<file path="src/rtl/sfr_defines.vh">
// Overview of operation
// - only assigned bits have storage
// - power-up clear sets defaults; watchdog flag excluded
// - enable reg one at 00h, six enables
// - watchdog enable ignored in watchdog mode
// - enable reg two only bit 7
// - flag reg one at 02h, bits 5, 3 and 2 absent
// - serial tx flag set by power-up clear
// - serial rx flag set on reception
// - nonmaskable flag set by pin event
// - osc fault flag set on fault, resets set
// - watchdog flag on overflow in watchdog mode or bad key
// - watchdog flag cleared by power-on/pin reset or by a flag reg one write with bit 0 low
// - flag reg two bit 7 interval timer flag
// - module enable bit 7 async transmit enable
// - module enable bit 6 rx or sync txrx
// - no second module enable register
// - nmi sources gated by own enable only
`ifndef SFR_DEFINES_VH
`define SFR_DEFINES_VH
`define SFR_ADDR_IE1      4'h0
`define SFR_ADDR_IE2      4'h1
`define SFR_ADDR_INTERRUPT_FLAG_ONE     4'h2
`define SFR_ADDR_INTERRUPT_FLAG_TWO     4'h3
`define SFR_ADDR_ME1      4'h4
`define SFR_MASK_IE1      8'hf3
`define SFR_MASK_IE2      8'h80
`define SFR_MASK_INTERRUPT_FLAG_ONE     8'hd3
`define SFR_MASK_INTERRUPT_FLAG_TWO     8'h80
`define SFR_MASK_ME1      8'hc0
`define SFR_RST_IE1       8'h00
`define SFR_RST_IE2       8'h00
`define SFR_RST_INTERRUPT_FLAG_ONE      8'h82
`define SFR_RST_INTERRUPT_FLAG_TWO      8'h00
`define SFR_RST_ME1       8'h00
`define SFR_BIT_STX       7
`define SFR_BIT_SRX       6
`define SFR_BIT_FLV       5
`define SFR_BIT_NMI       4
`define SFR_BIT_OSC       1
`define SFR_BIT_WDT       0
`define SFR_BIT_BT        7
`endif

</file>
<file path="src/rtl/sfr_sync2.v">
`timescale 1ns/100ps
// two-flop synchroniser for pin-side levels
module sfr_sync2 #(
  parameter W = 1
) (
  input  wire         ref_clk_i,
  input  wire         rstn_i,
  input  wire [W-1:0] d_i,
  output wire [W-1:0] q_o
);
  reg [W-1:0] meta_q;
  reg [W-1:0] sync_q;
  always @(posedge ref_clk_i or negedge rstn_i) begin
    if (!rstn_i) begin
      meta_q <= {W{1'b0}};
      sync_q <= {W{1'b0}};
    end else begin
      meta_q <= d_i;
      sync_q <= meta_q;
    end
  end
  assign q_o = sync_q;
endmodule // sfr_sync2

</file>
<file path="src/rtl/sfr_byte_reg.v">
`timescale 1ns/100ps
// byte register: present-bit mask, reset value on puc, write, hw set wins
module sfr_byte_reg #(
  parameter [7:0] MASK = 8'hff,
  parameter [7:0] RSTV = 8'h00,
  parameter [7:0] KEEP = 8'h00
) (
  input  wire       ref_clk_i,
  input  wire       rstn_i,
  input  wire       puc_i,
  input  wire       wr_i,
  input  wire [7:0] wdata_i,
  input  wire [7:0] set_i,
  output wire [7:0] q_o
);
  reg  [7:0] val_q;
  reg  [7:0] val_d;
  always @* begin
    val_d = val_q;
    if (puc_i)
      val_d = (RSTV & ~KEEP) | (val_q & KEEP);
    if (wr_i)
      val_d = wdata_i;
    val_d = (val_d | set_i) & MASK;
  end
  always @(posedge ref_clk_i or negedge rstn_i) begin
    if (!rstn_i)
      val_q <= RSTV & MASK;
    else
      val_q <= val_d;
  end
  assign q_o = val_q;
endmodule // sfr_byte_reg

</file>
<file path="src/rtl/sfr_bank.v">
`timescale 1ns/100ps
`include "sfr_defines.vh"
module sfr_bank (
  // clock and power-on reset
  input  wire       ref_clk_i,
  input  wire       rstn_i,
  // power-up clear and pin reset (same clock, one-cycle pulses)
  input  wire       power_up_clear_i,
  input  wire       pin_reset_i,
  // core bus
  input  wire [3:0] addr_i,
  input  wire       wr_i,
  input  wire       rd_i,
  input  wire [7:0] wdata_i,
  output reg  [7:0] rdata_o,
  // hardware set events
  input  wire       serial_tx_set_i,
  input  wire       serial_rx_set_i,
  input  wire       nmi_pin_evt_i,
  input  wire       osc_fault_i,
  input  wire       wdt_overflow_i,
  input  wire       wdt_key_viol_i,
  input  wire       wdt_interval_mode_i,
  input  wire       interval_timer_set_i,
  input  wire       flash_violation_i,
  // requests toward interrupt logic
  output reg        serial_tx_irq_o,
  output reg        serial_rx_irq_o,
  output reg        watchdog_irq_o,
  output reg        interval_timer_irq_o,
  output reg        nonmaskable_irq_o,
  // module enables
  output reg        async_tx_module_enable_o,
  output reg        rx_or_sync_module_enable_o
);
  ////////////////////////////////////////////////////////////////////////
  wire [7:0] ie1;
  wire [7:0] ie2;
  wire [7:0] interrupt_flag_one;
  wire [7:0] interrupt_flag_two;
  wire [7:0] me1;
  wire [1:0] pin_sync;
  reg        nmi_prev_q;
  wire       nmi_rise;
  wire       osc_rise;
  wire       wr_ie1;
  wire       wr_ie2;
  wire       wr_interrupt_flag_one;
  wire       wr_interrupt_flag_two;
  wire       wr_me1;
  wire [7:0] interrupt_flag_one_set;
  wire       wdt_rst;
  reg        wdt_flag_q;
  reg  [7:0] rdata_d;

  // pin-side levels pass two flops
  sfr_sync2 #(.W(2)) u_sync (
    .ref_clk_i (ref_clk_i),
    .rstn_i    (rstn_i),
    .d_i       ({nmi_pin_evt_i, osc_fault_i}),
    .q_o       (pin_sync)
  );

  always @(posedge ref_clk_i or negedge rstn_i) begin
    if (!rstn_i) begin
      nmi_prev_q <= 1'b0;
    end else begin
      nmi_prev_q <= pin_sync[1];
    end
  end
  assign nmi_rise = pin_sync[1] & ~nmi_prev_q;
  assign osc_rise = pin_sync[0];

  assign wr_ie1  = wr_i && (addr_i == `SFR_ADDR_IE1);
  assign wr_ie2  = wr_i && (addr_i == `SFR_ADDR_IE2);
  assign wr_interrupt_flag_one = wr_i && (addr_i == `SFR_ADDR_INTERRUPT_FLAG_ONE);
  assign wr_interrupt_flag_two = wr_i && (addr_i == `SFR_ADDR_INTERRUPT_FLAG_TWO);
  assign wr_me1  = wr_i && (addr_i == `SFR_ADDR_ME1);

  ////////////////////////////////////////////////////////////////////////
  sfr_byte_reg #(.MASK(`SFR_MASK_IE1), .RSTV(`SFR_RST_IE1)) u_ie1 (
    .ref_clk_i (ref_clk_i),
    .rstn_i    (rstn_i),
    .puc_i     (power_up_clear_i),
    .wr_i      (wr_ie1),
    .wdata_i   (wdata_i),
    .set_i     (8'h00),
    .q_o       (ie1)
  );
  sfr_byte_reg #(.MASK(`SFR_MASK_IE2), .RSTV(`SFR_RST_IE2)) u_ie2 (
    .ref_clk_i (ref_clk_i),
    .rstn_i    (rstn_i),
    .puc_i     (power_up_clear_i),
    .wr_i      (wr_ie2),
    .wdata_i   (wdata_i),
    .set_i     (8'h00),
    .q_o       (ie2)
  );

  // flags one excluding watchdog bit, which lives apart
  assign interrupt_flag_one_set = {serial_tx_set_i, serial_rx_set_i, 1'b0, nmi_rise,
                     2'b00, osc_rise, 1'b0};
  sfr_byte_reg #(.MASK(`SFR_MASK_INTERRUPT_FLAG_ONE & 8'hfe), .RSTV(`SFR_RST_INTERRUPT_FLAG_ONE)) u_interrupt_flag_one (
    .ref_clk_i (ref_clk_i),
    .rstn_i    (rstn_i),
    .puc_i     (power_up_clear_i),
    .wr_i      (wr_interrupt_flag_one),
    .wdata_i   (wdata_i),
    .set_i     (interrupt_flag_one_set),
    .q_o       (interrupt_flag_one)
  );
  sfr_byte_reg #(.MASK(`SFR_MASK_INTERRUPT_FLAG_TWO), .RSTV(`SFR_RST_INTERRUPT_FLAG_TWO)) u_interrupt_flag_two (
    .ref_clk_i (ref_clk_i),
    .rstn_i    (rstn_i),
    .puc_i     (power_up_clear_i),
    .wr_i      (wr_interrupt_flag_two),
    .wdata_i   (wdata_i),
    .set_i     ({interval_timer_set_i, 7'h00}),
    .q_o       (interrupt_flag_two)
  );
  sfr_byte_reg #(.MASK(`SFR_MASK_ME1), .RSTV(`SFR_RST_ME1)) u_me1 (
    .ref_clk_i (ref_clk_i),
    .rstn_i    (rstn_i),
    .puc_i     (power_up_clear_i),
    .wr_i      (wr_me1),
    .wdata_i   (wdata_i),
    .set_i     (8'h00),
    .q_o       (me1)
  );

  ////////////////////////////////////////////////////////////////////////
  // watchdog flag survives power-up clear
  assign wdt_rst = (wdt_overflow_i & ~wdt_interval_mode_i) | wdt_key_viol_i;
  always @(posedge ref_clk_i or negedge rstn_i) begin
    if (!rstn_i)
      wdt_flag_q <= 1'b0;
    else if (wdt_rst)
      wdt_flag_q <= 1'b1;
    else if (wr_interrupt_flag_one)
      wdt_flag_q <= wdata_i[`SFR_BIT_WDT];
    else if (pin_reset_i)
      wdt_flag_q <= 1'b0;
  end

  ////////////////////////////////////////////////////////////////////////
  always @* begin
    rdata_d = 8'h00;
    case (addr_i)
      `SFR_ADDR_IE1:  rdata_d = ie1;
      `SFR_ADDR_IE2:  rdata_d = ie2;
      `SFR_ADDR_INTERRUPT_FLAG_ONE: rdata_d = {interrupt_flag_one[7:1], wdt_flag_q};
      `SFR_ADDR_INTERRUPT_FLAG_TWO: rdata_d = interrupt_flag_two;
      `SFR_ADDR_ME1:  rdata_d = me1;
      default:        rdata_d = 8'h00;
    endcase
  end

  always @(posedge ref_clk_i or negedge rstn_i) begin
    if (!rstn_i) begin
      rdata_o                    <= 8'h00;
      serial_tx_irq_o            <= 1'b0;
      serial_rx_irq_o            <= 1'b0;
      watchdog_irq_o             <= 1'b0;
      interval_timer_irq_o       <= 1'b0;
      nonmaskable_irq_o          <= 1'b0;
      async_tx_module_enable_o   <= 1'b0;
      rx_or_sync_module_enable_o <= 1'b0;
    end else begin
      if (rd_i)
        rdata_o <= rdata_d;
      serial_tx_irq_o <= interrupt_flag_one[`SFR_BIT_STX] & ie1[`SFR_BIT_STX];
      serial_rx_irq_o <= interrupt_flag_one[`SFR_BIT_SRX] & ie1[`SFR_BIT_SRX];
      watchdog_irq_o  <= wdt_flag_q & ie1[`SFR_BIT_WDT] & wdt_interval_mode_i;
      interval_timer_irq_o <= interrupt_flag_two[`SFR_BIT_BT] & ie2[`SFR_BIT_BT];
      nonmaskable_irq_o <= (interrupt_flag_one[`SFR_BIT_NMI] & ie1[`SFR_BIT_NMI]) |
                           (interrupt_flag_one[`SFR_BIT_OSC] & ie1[`SFR_BIT_OSC]) |
                           (flash_violation_i & ie1[`SFR_BIT_FLV]);
      async_tx_module_enable_o   <= me1[7];
      rx_or_sync_module_enable_o <= me1[6];
    end
  end
endmodule // sfr_bank

</file>
<file path="config.mk">
export PLATFORM = sky130hd
export DESIGN_NAME = sfr_bank
export DESIGN_NICKNAME = d
export VERILOG_FILES = /design/src/rtl/sfr_sync2.v /design/src/rtl/sfr_byte_reg.v /design/src/rtl/sfr_bank.v
export VERILOG_INCLUDE_DIRS = /design/src /design/src/rtl
export SDC_FILE = /design/constraint.sdc
export NUM_CORES = 1
export LEC_CHECK = 0
export BUFFER_PORTS_ARGS = -buffer_cell sky130_fd_sc_hd__buf_2
export CAP_MARGIN = 20
export CORE_UTILIZATION = 45
export CTS_CLUSTER_SIZE = 24
export DETAILED_ROUTE_END_ITERATION = 6
export GPL_ROUTABILITY_DRIVEN = 0
export PLACE_DENSITY = 0.65
export SLEW_MARGIN = 20
export SYNTH_ARGS = -nofsm -noshare
export SYNTH_HDL_FRONTEND = slang
export SYNTH_HIERARCHICAL = 1
export SYNTH_SLANG_ARGS = --single-unit
</file>
<file path="constraint.sdc">
create_clock -name ref_clk_i -period 2.7 [get_ports ref_clk_i]
set_clock_uncertainty 0.05 [all_clocks]
set_input_delay 0.54 -clock ref_clk_i [delete_from_list [all_inputs] [get_ports ref_clk_i]]
set_output_delay 0.54 -clock ref_clk_i [all_outputs]
set_load 0.005 [all_outputs]
</file>
---- After elaboration in Yosys (flattened, before gate mapping) ----
Index checks and enable logic that the tools add are counted.
word-level totals
  register bits ........................... 35
  output and inout bits ................... 15
  bits of input ports ..................... 27
  word-level logic and storage cells ...... 62
operators by class
  mux-type cells .......................... 14
  bitwise operators ....................... 17
  equality and inequality tests ........... 4
  reductions and logical operators ........ 10
operators with widths
  operator                                                               number
  8-bit 2-to-1 mux                                                       10
  8-bit case mux with 5 select lines                                     1
  8-bit bitwise OR                                                       2
  1-bit AND                                                              10
  4-bit by 2-bit equality test with 1-bit output, second input constant  2
  2-bit nonzero test                                                     3
  1-bit logical AND                                                      5
  4-bit by 1-bit equality test with 1-bit output, second input constant  1
  4-bit by 3-bit equality test with 1-bit output, second input constant  1
  4-bit zero test                                                        1
  1-bit 2-to-1 mux                                                       3
  1-bit bitwise OR                                                       3
  3-bit nonzero test                                                     1
  1-bit NOT                                                              2

---- Logic depth before layout (Yosys ltp) ----
Gate-level depths: netlist of run 1.
  word-level depth ........................ 4
  depth in mapped cells ................... 6
  mapped depth without buffers ............ 4

---- Cells and area by module ----
Netlist of run 1, hierarchy kept.
modules (own cells, without submodules)
  module                               times used  area an instance (µm²)  cells an instance  seq. area each (µm²)
  sfr_bank                             1           1,034.7                 101                425.4
  sfr_byte_reg (u_ie1)                 1           235.2                   16                 150.1
  sfr_byte_reg (u_interrupt_flag_one)  1           201.4                   20                 102.6
  sfr_byte_reg (u_ie2 ...)             2           95.1                    11                 25.0
  sfr_byte_reg (u_me1)                 1           122.6                   12                 50.0
  sfr_sync2                            1           100.1                   4                  100.1

---- Worst setup path after synthesis of run 1 ----
Ideal clock, no wire load.
  path kind ............................... in2reg
  from .................................... in addr_i[3]
  to ...................................... reg u_ie1.val_q[0], in the netlist u_ie1/q_o[0]
  arrival ................................. 1.830 ns
  library setup time ...................... 0.126 ns
  stages .................................. 4
  required time ........................... 2.524 ns
  buffers on the path ..................... 0
  setup slack ............................. 0.694 ns
  cells stage by stage .................... or3b_4 nor3_1 nor2_2 a221o_1
between the ends
  longest elaborated chain between the ends .. 3
  elaborated cells between the ends (all ways) .. 4
  those cells by class .................... mux: 1; reduce/logical: 3
ends and longest elaborated chain
  item                  RTL line           text
  from (decl)           sfr_bank.v:11      input wire [3:0] addr_i,
  4-bit zero test       -
  1-bit logical AND     sfr_bank.v:74      assign wr_ie1 = wr_i && (addr_i == `SFR_ADDR_IE1);
  net wr_ie1            sfr_bank.v:46      wire wr_ie1;
  8-bit 2-to-1 mux      sfr_byte_reg.v:22  if (wr_i)
  net u_ie1.val_d[0]    sfr_byte_reg.v:17  reg [7:0] val_d;
  to (signal assigned)  sfr_byte_reg.v:28  val_q <= RSTV & MASK;
  to (signal assigned)  sfr_byte_reg.v:30  val_q <= val_d;
  to (decl)             sfr_byte_reg.v:16  reg [7:0] val_q;
The timed path passes the listed nets, and every way through them passes these cells.
A chain may end at the register's enable or synchronous reset.

---- Worst setup path after layout of run 1 ----
  from .................................... in addr_i[2]
  to ...................................... reg u_interrupt_flag_one.val_q[6], in the netlist u_interrupt_flag_one/q_o[6]
between the ends
  longest elaborated chain between the ends .. 4
ends and longest elaborated chain
  item                                            RTL line           text
  4-bit by 2-bit equality test with 1-bit output  -
  1-bit logical AND                               sfr_bank.v:76      assign wr_interrupt_flag_one = wr_i && (addr_i == `SFR_ADDR_INTERRUPT_FLAG_ONE);
  net wr_interrupt_flag_one                       sfr_bank.v:48      wire wr_interrupt_flag_one;
  8-bit 2-to-1 mux                                sfr_byte_reg.v:22
  8-bit bitwise OR                                sfr_byte_reg.v:24  val_d = (val_d | set_i) & MASK;
  net u_interrupt_flag_one.val_d[6]               sfr_byte_reg.v:17
  to (signal assigned)                            sfr_byte_reg.v:28
  to (signal assigned)                            sfr_byte_reg.v:30
  to (decl)                                       sfr_byte_reg.v:16
The timed path passes the listed nets, and every way through them passes these cells.

==> results of run 1 <==
path summary, 6_finish.rpt:
check                                 start                     endpoint  slack, ns  depth (start not counted)
setup / recovery                  addr_i[2]  u_interrupt_flag_one/q_o[6]       0.83                          5
hold / removal                       rstn_i               watchdog_irq_o       0.26                          1
setup reg to reg               u_me1/q_o[6]                   rdata_o[6]       1.45                          3
hold reg to reg            u_sync/meta_q[1]                u_sync/q_o[1]       0.30                          0
max in group asynchronous            rstn_i                 u_ie1/q_o[4]       1.85                          1
min in group ref_clk_i          osc_fault_i             u_sync/meta_q[0]       0.30                          1
cells in the final DEF, fill, tap and decap left out, types with 2 or more instances in the layout:
cell type and count:
nor2b_1 3, nor2_2 4, or3b_4 2, conb_1 34, a221o_1 11, mux2i_1 11
and2_1 3, a21oi_1 9, clkbuf_8 6, buf_2 39, nor3b_1 3, nand2_1 3
dfstp_2 2, o22ai_1 13, o21ai_0 3, mux2_2 2, a222oi_1 3, inv_1 11
dfrtp_1 33, nor2_1 7, a22o_1 2
routing by layer:
layer  vias to the layer above  wire, um
li1                        658         -
met1                       623      1640
met2                        28      1670
met3                         5       129
met4                         0        38
met5                         -         0
per-stage QoR:
step	cells	hold WS, ns	setup slack (ns)	instance area, sq um	power (mW)
after floorplan	202	0.194	0.694	1980	0.697
after global placement	261	0.287	0.528	2010	0.730
after detailed placement	261	0.290	0.540	2010	0.732
after CTS	269	0.295	0.845	2110	1.14
after global routing	269	0.290	0.782	2110	1.19
final	269	0.264	0.831	2110	1.13
power groups by stage:
stage               registers (mW)  logic (mW)  clock network [mW]
global placement             0.584       0.146                   0
floorplan                    0.582       0.115                   0
detailed placement           0.584       0.147                   0
finish                       0.574       0.147               0.407
CTS                          0.574       0.148               0.416
global route                 0.578       0.168               0.439
sequential cells by signal (all words and copies together) (netlist names):
register	count
rdata_o	8
u_ie1/q_o	6
u_interrupt_flag_one/q_o	4
u_me1/q_o	2
u_sync/meta_q	2
u_sync/q_o	2
async_tx_module_enable_o	1
interval_timer_irq_o	1
nmi_prev_q	1
nonmaskable_irq_o	1
rx_or_sync_module_enable_o	1
serial_rx_irq_o	1
serial_tx_irq_o	1
u_ie2/q_o	1
u_interrupt_flag_two/q_o	1
watchdog_irq_o	1
wdt_flag_q	1
worst register-to-register path: stages (launching register included):
cell and delay (ns):
dfrtp_1 0.41, a22o_1 0.22, a222oi_1 0.33, o22ai_1 0.11
final cells by class:
class                           count  share of cell area [%]
Sequential cell                    35                    41.6
Multi-Input combinational cell    125                    39.2
Timing Repair Buffer               40                    9.60
Clock buffer                        6                    3.91
Tap cell                           50                    2.96
Inverter                           11                    1.96
Clock inverter                      2                   0.771
==> impl_metrics.env, run 1 <==
export IMPL_antenna_left=0
export IMPL_clock_sinks=35
export IMPL_initial_core_util_pct=46.9
export IMPL_syn_area_sq_um=1880
export IMPL_final_setup_tns_ns=0
export IMPL_post_route_util_pct=52.8
export IMPL_pwr_share_clk_pct=36.1
export IMPL_grt_max_degree=36
export IMPL_multiInputGateArea_sq_um=827
export IMPL_cts_clk_slew_worst_paths_ns=0.08
export IMPL_ctsResizeCount=0
export IMPL_syn_inst=174
export IMPL_yosysWarningCount=6
export IMPL_fmax_ghz=0.535
export IMPL_cp_max_fo=15
export IMPL_seq_power_share_pct=50.9
export IMPL_cts_made_buffers=5
export IMPL_cts_max_path_buffers=2
export IMPL_gr_total_overflow=0
export IMPL_clock_latency_ns=0.29
export IMPL_drc=0
export IMPL_grt_pass1_wl_mm=5.93
export IMPL_grt_pass1_vias=1286
export IMPL_tritoncts="built"
export IMPL_nFillCells=368
export IMPL_grtUsageTotal_pct=18.4
export IMPL_final_max_slew_viol_count=0
export IMPL_wl_mm=3.48
export IMPL_critical_path_buf_inv_count=1
export IMPL_power_density_nw_per_um2=534
export IMPL_ff_latch_area_sq_um=878
export IMPL_status="finished, final reports clean"
export IMPL_vias_per_cell=4.88
export IMPL_wl_per_cell_um=12.9
export IMPL_crit_path_top_delay_cell="or3b_4"
export IMPL_grt_use_met1_pct=23.5
export IMPL_crit_family="simple AND/OR/NAND/NOR gates"
export IMPL_pwr_share_comb_pct=13.0
export IMPL_cp_arrival_ns=2.00
export IMPL_vdd_drop_max_v=0.000245
export IMPL_use_met3_pct=4.62
export IMPL_syn_area_per_cell_sq_um=10.8
export IMPL_io_pins=42
export IMPL_hold_path_class="in -> async"
export IMPL_grt_util_met2_pct=30.4
export IMPL_area_growth_pct=12.5
export IMPL_crit_path_start_kind="primary input"
export IMPL_io_buffers=39
export IMPL_crit_required_ns=2.83
export IMPL_dr_total_vias=1314
export IMPL_fin_crit_sh_pct=69.2
export IMPL_cts_setup_buffers=0
export IMPL_die_area_sq_um=4430
export IMPL_crit_chain="buf_2 > or3b_4 > nor3b_4 > nor2_2 > a221o_1"
export IMPL_grt_busiest_layer="met2"
export IMPL_rsz0062_at_grt="no"
export IMPL_core_area_sq_um=4000
export IMPL_hpwl_mm=2.55
export IMPL_antenna_found_initial=0
export IMPL_p_int_uw=832
export IMPL_insertedDiodeCount=0
export IMPL_critPathKind="in -> reg"
export IMPL_drtIter0Drc=47
export IMPL_final_setup_viol_count=0
export IMPL_end_kind="flip-flop"
export IMPL_finalHoldViolCount=0
export IMPL_leakage_nw=0.988
export IMPL_period_minus_slack_ns=1.87
export IMPL_rows=23
export IMPL_cts_root_buf="clkbuf_8"
export IMPL_dr_pass1_iters=4
export IMPL_cap_violations=0
export IMPL_max_stage_delay_ns=0.44
export IMPL_cts_hold_fix_buffers=0
export IMPL_tightest_slew_ns=0.761
export IMPL_die_w_um=66.6
export IMPL_swShare_pct=26.2
export IMPL_h_tree_depth=2
export IMPL_p_switching_uw=296
export IMPL_nets=245
export IMPL_slew_headroom_pct=49.3
export IMPL_drive_gt1_share_pct=28.8
export IMPL_dieHeight_um=66.6
Power figures use the tool's default switching activity.
==> run 2, diff against run 1 <==
PLACE_DENSITY = 0.68   (was 0.65)
clock period = 1.7 ns   (was 2.7 ns; I/O delays follow)
==> impl_metrics.env, run 2 (synthesis gave the netlist of run 1 again) <==
export IMPL_status="finished, final reports clean"
export IMPL_tritoncts="built"
export IMPL_nets=259
export IMPL_final_max_slew_viol_count=0
export IMPL_post_place_ws_ns=-0.0174
export IMPL_clock_sinks=35
export IMPL_rows=23
export IMPL_end_kind="flip-flop"
export IMPL_vdd_drop_max_v=0.000539
export IMPL_finalHoldViolCount=0
export IMPL_cts_made_buffers=5
export IMPL_io_pins=42
export IMPL_wl_mm=3.67
export IMPL_dr_pass1_iters=4
export IMPL_gr_total_overflow=0
export IMPL_cp_arrival_ns=1.55
export IMPL_fin_crit_sh_pct=84.5
export IMPL_nFillCells=367
export IMPL_drc=0
export IMPL_cts_root_buf="clkbuf_8"
export IMPL_wl_met3_um=202
export IMPL_io_buffers=39
export IMPL_dieHeight_um=66.6
export IMPL_grtUsageTotal_pct=18.9
export IMPL_fmax_ghz=0.696
export IMPL_ctsResizeCount=0
export IMPL_hpwl_mm=2.81
export IMPL_highest_layer="met4"
export IMPL_cap_violations=0
export IMPL_wl_met1_mm=1.76
export IMPL_antenna_found_initial=0
export IMPL_clock_latency_ns=0.29
export IMPL_die_area_sq_um=4430
export IMPL_final_setup_viol_count=0
export IMPL_h_tree_depth=2
export IMPL_drtIter0Drc=50
export IMPL_cp_max_fo=3
export IMPL_die_w_um=66.6
export IMPL_dr_total_vias=1365
export IMPL_largest_register="rdata_o"
export IMPL_power_density_nw_per_um2=793
export IMPL_multiInputGateArea_sq_um=832
export IMPL_grt_max_degree=36
export IMPL_grt_pass1_vias=1278
export IMPL_largest_reg_flops=8
export IMPL_placed_cell_area_sq_um=2120
export IMPL_ff_latch_area_sq_um=878
export IMPL_rsz0062_at_grt="no"
export IMPL_critPathKind="in -> reg"
export IMPL_area_growth_pct=17.6
export IMPL_cts_max_path_buffers=2
export IMPL_crit_required_ns=1.82
export IMPL_worst_slack_ns=0.263
export IMPL_vias_per_cell=4.82
export IMPL_drive_gt1_share_pct=33.0
export IMPL_routed_wl_met2_mm=1.67
export IMPL_core_area_sq_um=4000
export IMPL_insertedDiodeCount=0
export IMPL_final_common_cell="buf_2"
export IMPL_cts_clk_slew_worst_paths_ns=0.07
export IMPL_antenna_left=0
export IMPL_period_minus_slack_ns=1.44
export IMPL_cts_setup_buffers=0
export IMPL_fin_area_sq_um=2210
export IMPL_grt_pass1_wl_mm=6.03
export IMPL_initial_core_util_pct=46.9
export IMPL_hold_path_class="in -> async"
export IMPL_wl_per_cell_um=13.0
export IMPL_cts_hold_fix_buffers=0
export IMPL_leakage_nw=1.05
export IMPL_crit_path_start_kind="primary input"
export IMPL_layout_common_cells="buf_2, conb_1, dfrtp_1"
run 2: cell types whose count changed in the layout (fill, tap and decap cells not counted), sizes merged:
cell and change:
buf +14
run 2: per-stage QoR:
stage | power, mW | instances | hold slack (ns) | utilization (%) | TNS (ns)
final | 1.75 | 283 | 0.0259 | 55.2 | 0
after global routing | 1.84 | 283 | 0.0663 | 55.2 | 0
after CTS | 1.78 | 283 | 0.0343 | 55.2 | 0
after detailed placement | 1.19 | 275 | 0.286 | 53.0 | -0.0294
after global placement | 1.18 | 275 | 0.281 | 53.0 | -0.0196
after floorplan | 1.11 | 202 | -0.00559 | - | 0
run 2: final timing paths:
| kind | depth (start not counted) | to | startpoint | slack [ns] |
|---|---|---|---|---|
| worst max-delay path | 5 | u_ie2/q_o[7] | addr_i[3] | 0.26 |
| worst min-delay path | 2 | u_sync/meta_q[0] | rstn_i | 0.03 |
| worst max register to register | 3 | rdata_o[6] | u_me1/q_o[6] | 0.45 |
| worst min register to register | 0 | u_sync/q_o[1] | u_sync/meta_q[1] | 0.30 |
| max in group asynchronous | 2 | u_interrupt_flag_one/q_o[7] | rstn_i | 1.23 |
| min in group ref_clk_i | 1 | u_sync/meta_q[1] | nmi_pin_evt_i | 0.10 |
run 2: cell type report:
class / instances / share of cell area, %
timing repair buffer: 54 / 13.9
inverter: 11 / 1.87
clock inverter: 2 / 0.567
sequential: 35 / 39.8
tap: 50 / 2.83
multi-input combinational: 125 / 37.7
clock buffer: 6 / 3.29
run 2: power by group:
group	switching (mW)	total (mW)	internal, mW
Sequential	0.0289	0.913	0.884
Combinational	0.132	0.257	0.125
Clock	0.294	0.580	0.286
run 2: critical path: stages:
cell and delay [ns]:
buf_2 0.11, or3b_4 0.42, nor3b_1 0.32, nor2_1 0.07
a221o_1 0.29
run 2: routing by layer:
layer	track usage, %	vias to the layer above
li1	-	683
met1	25.2	633
met2	29.4	44
met3	5.65	5
met4	5.59	0
met5	0	-
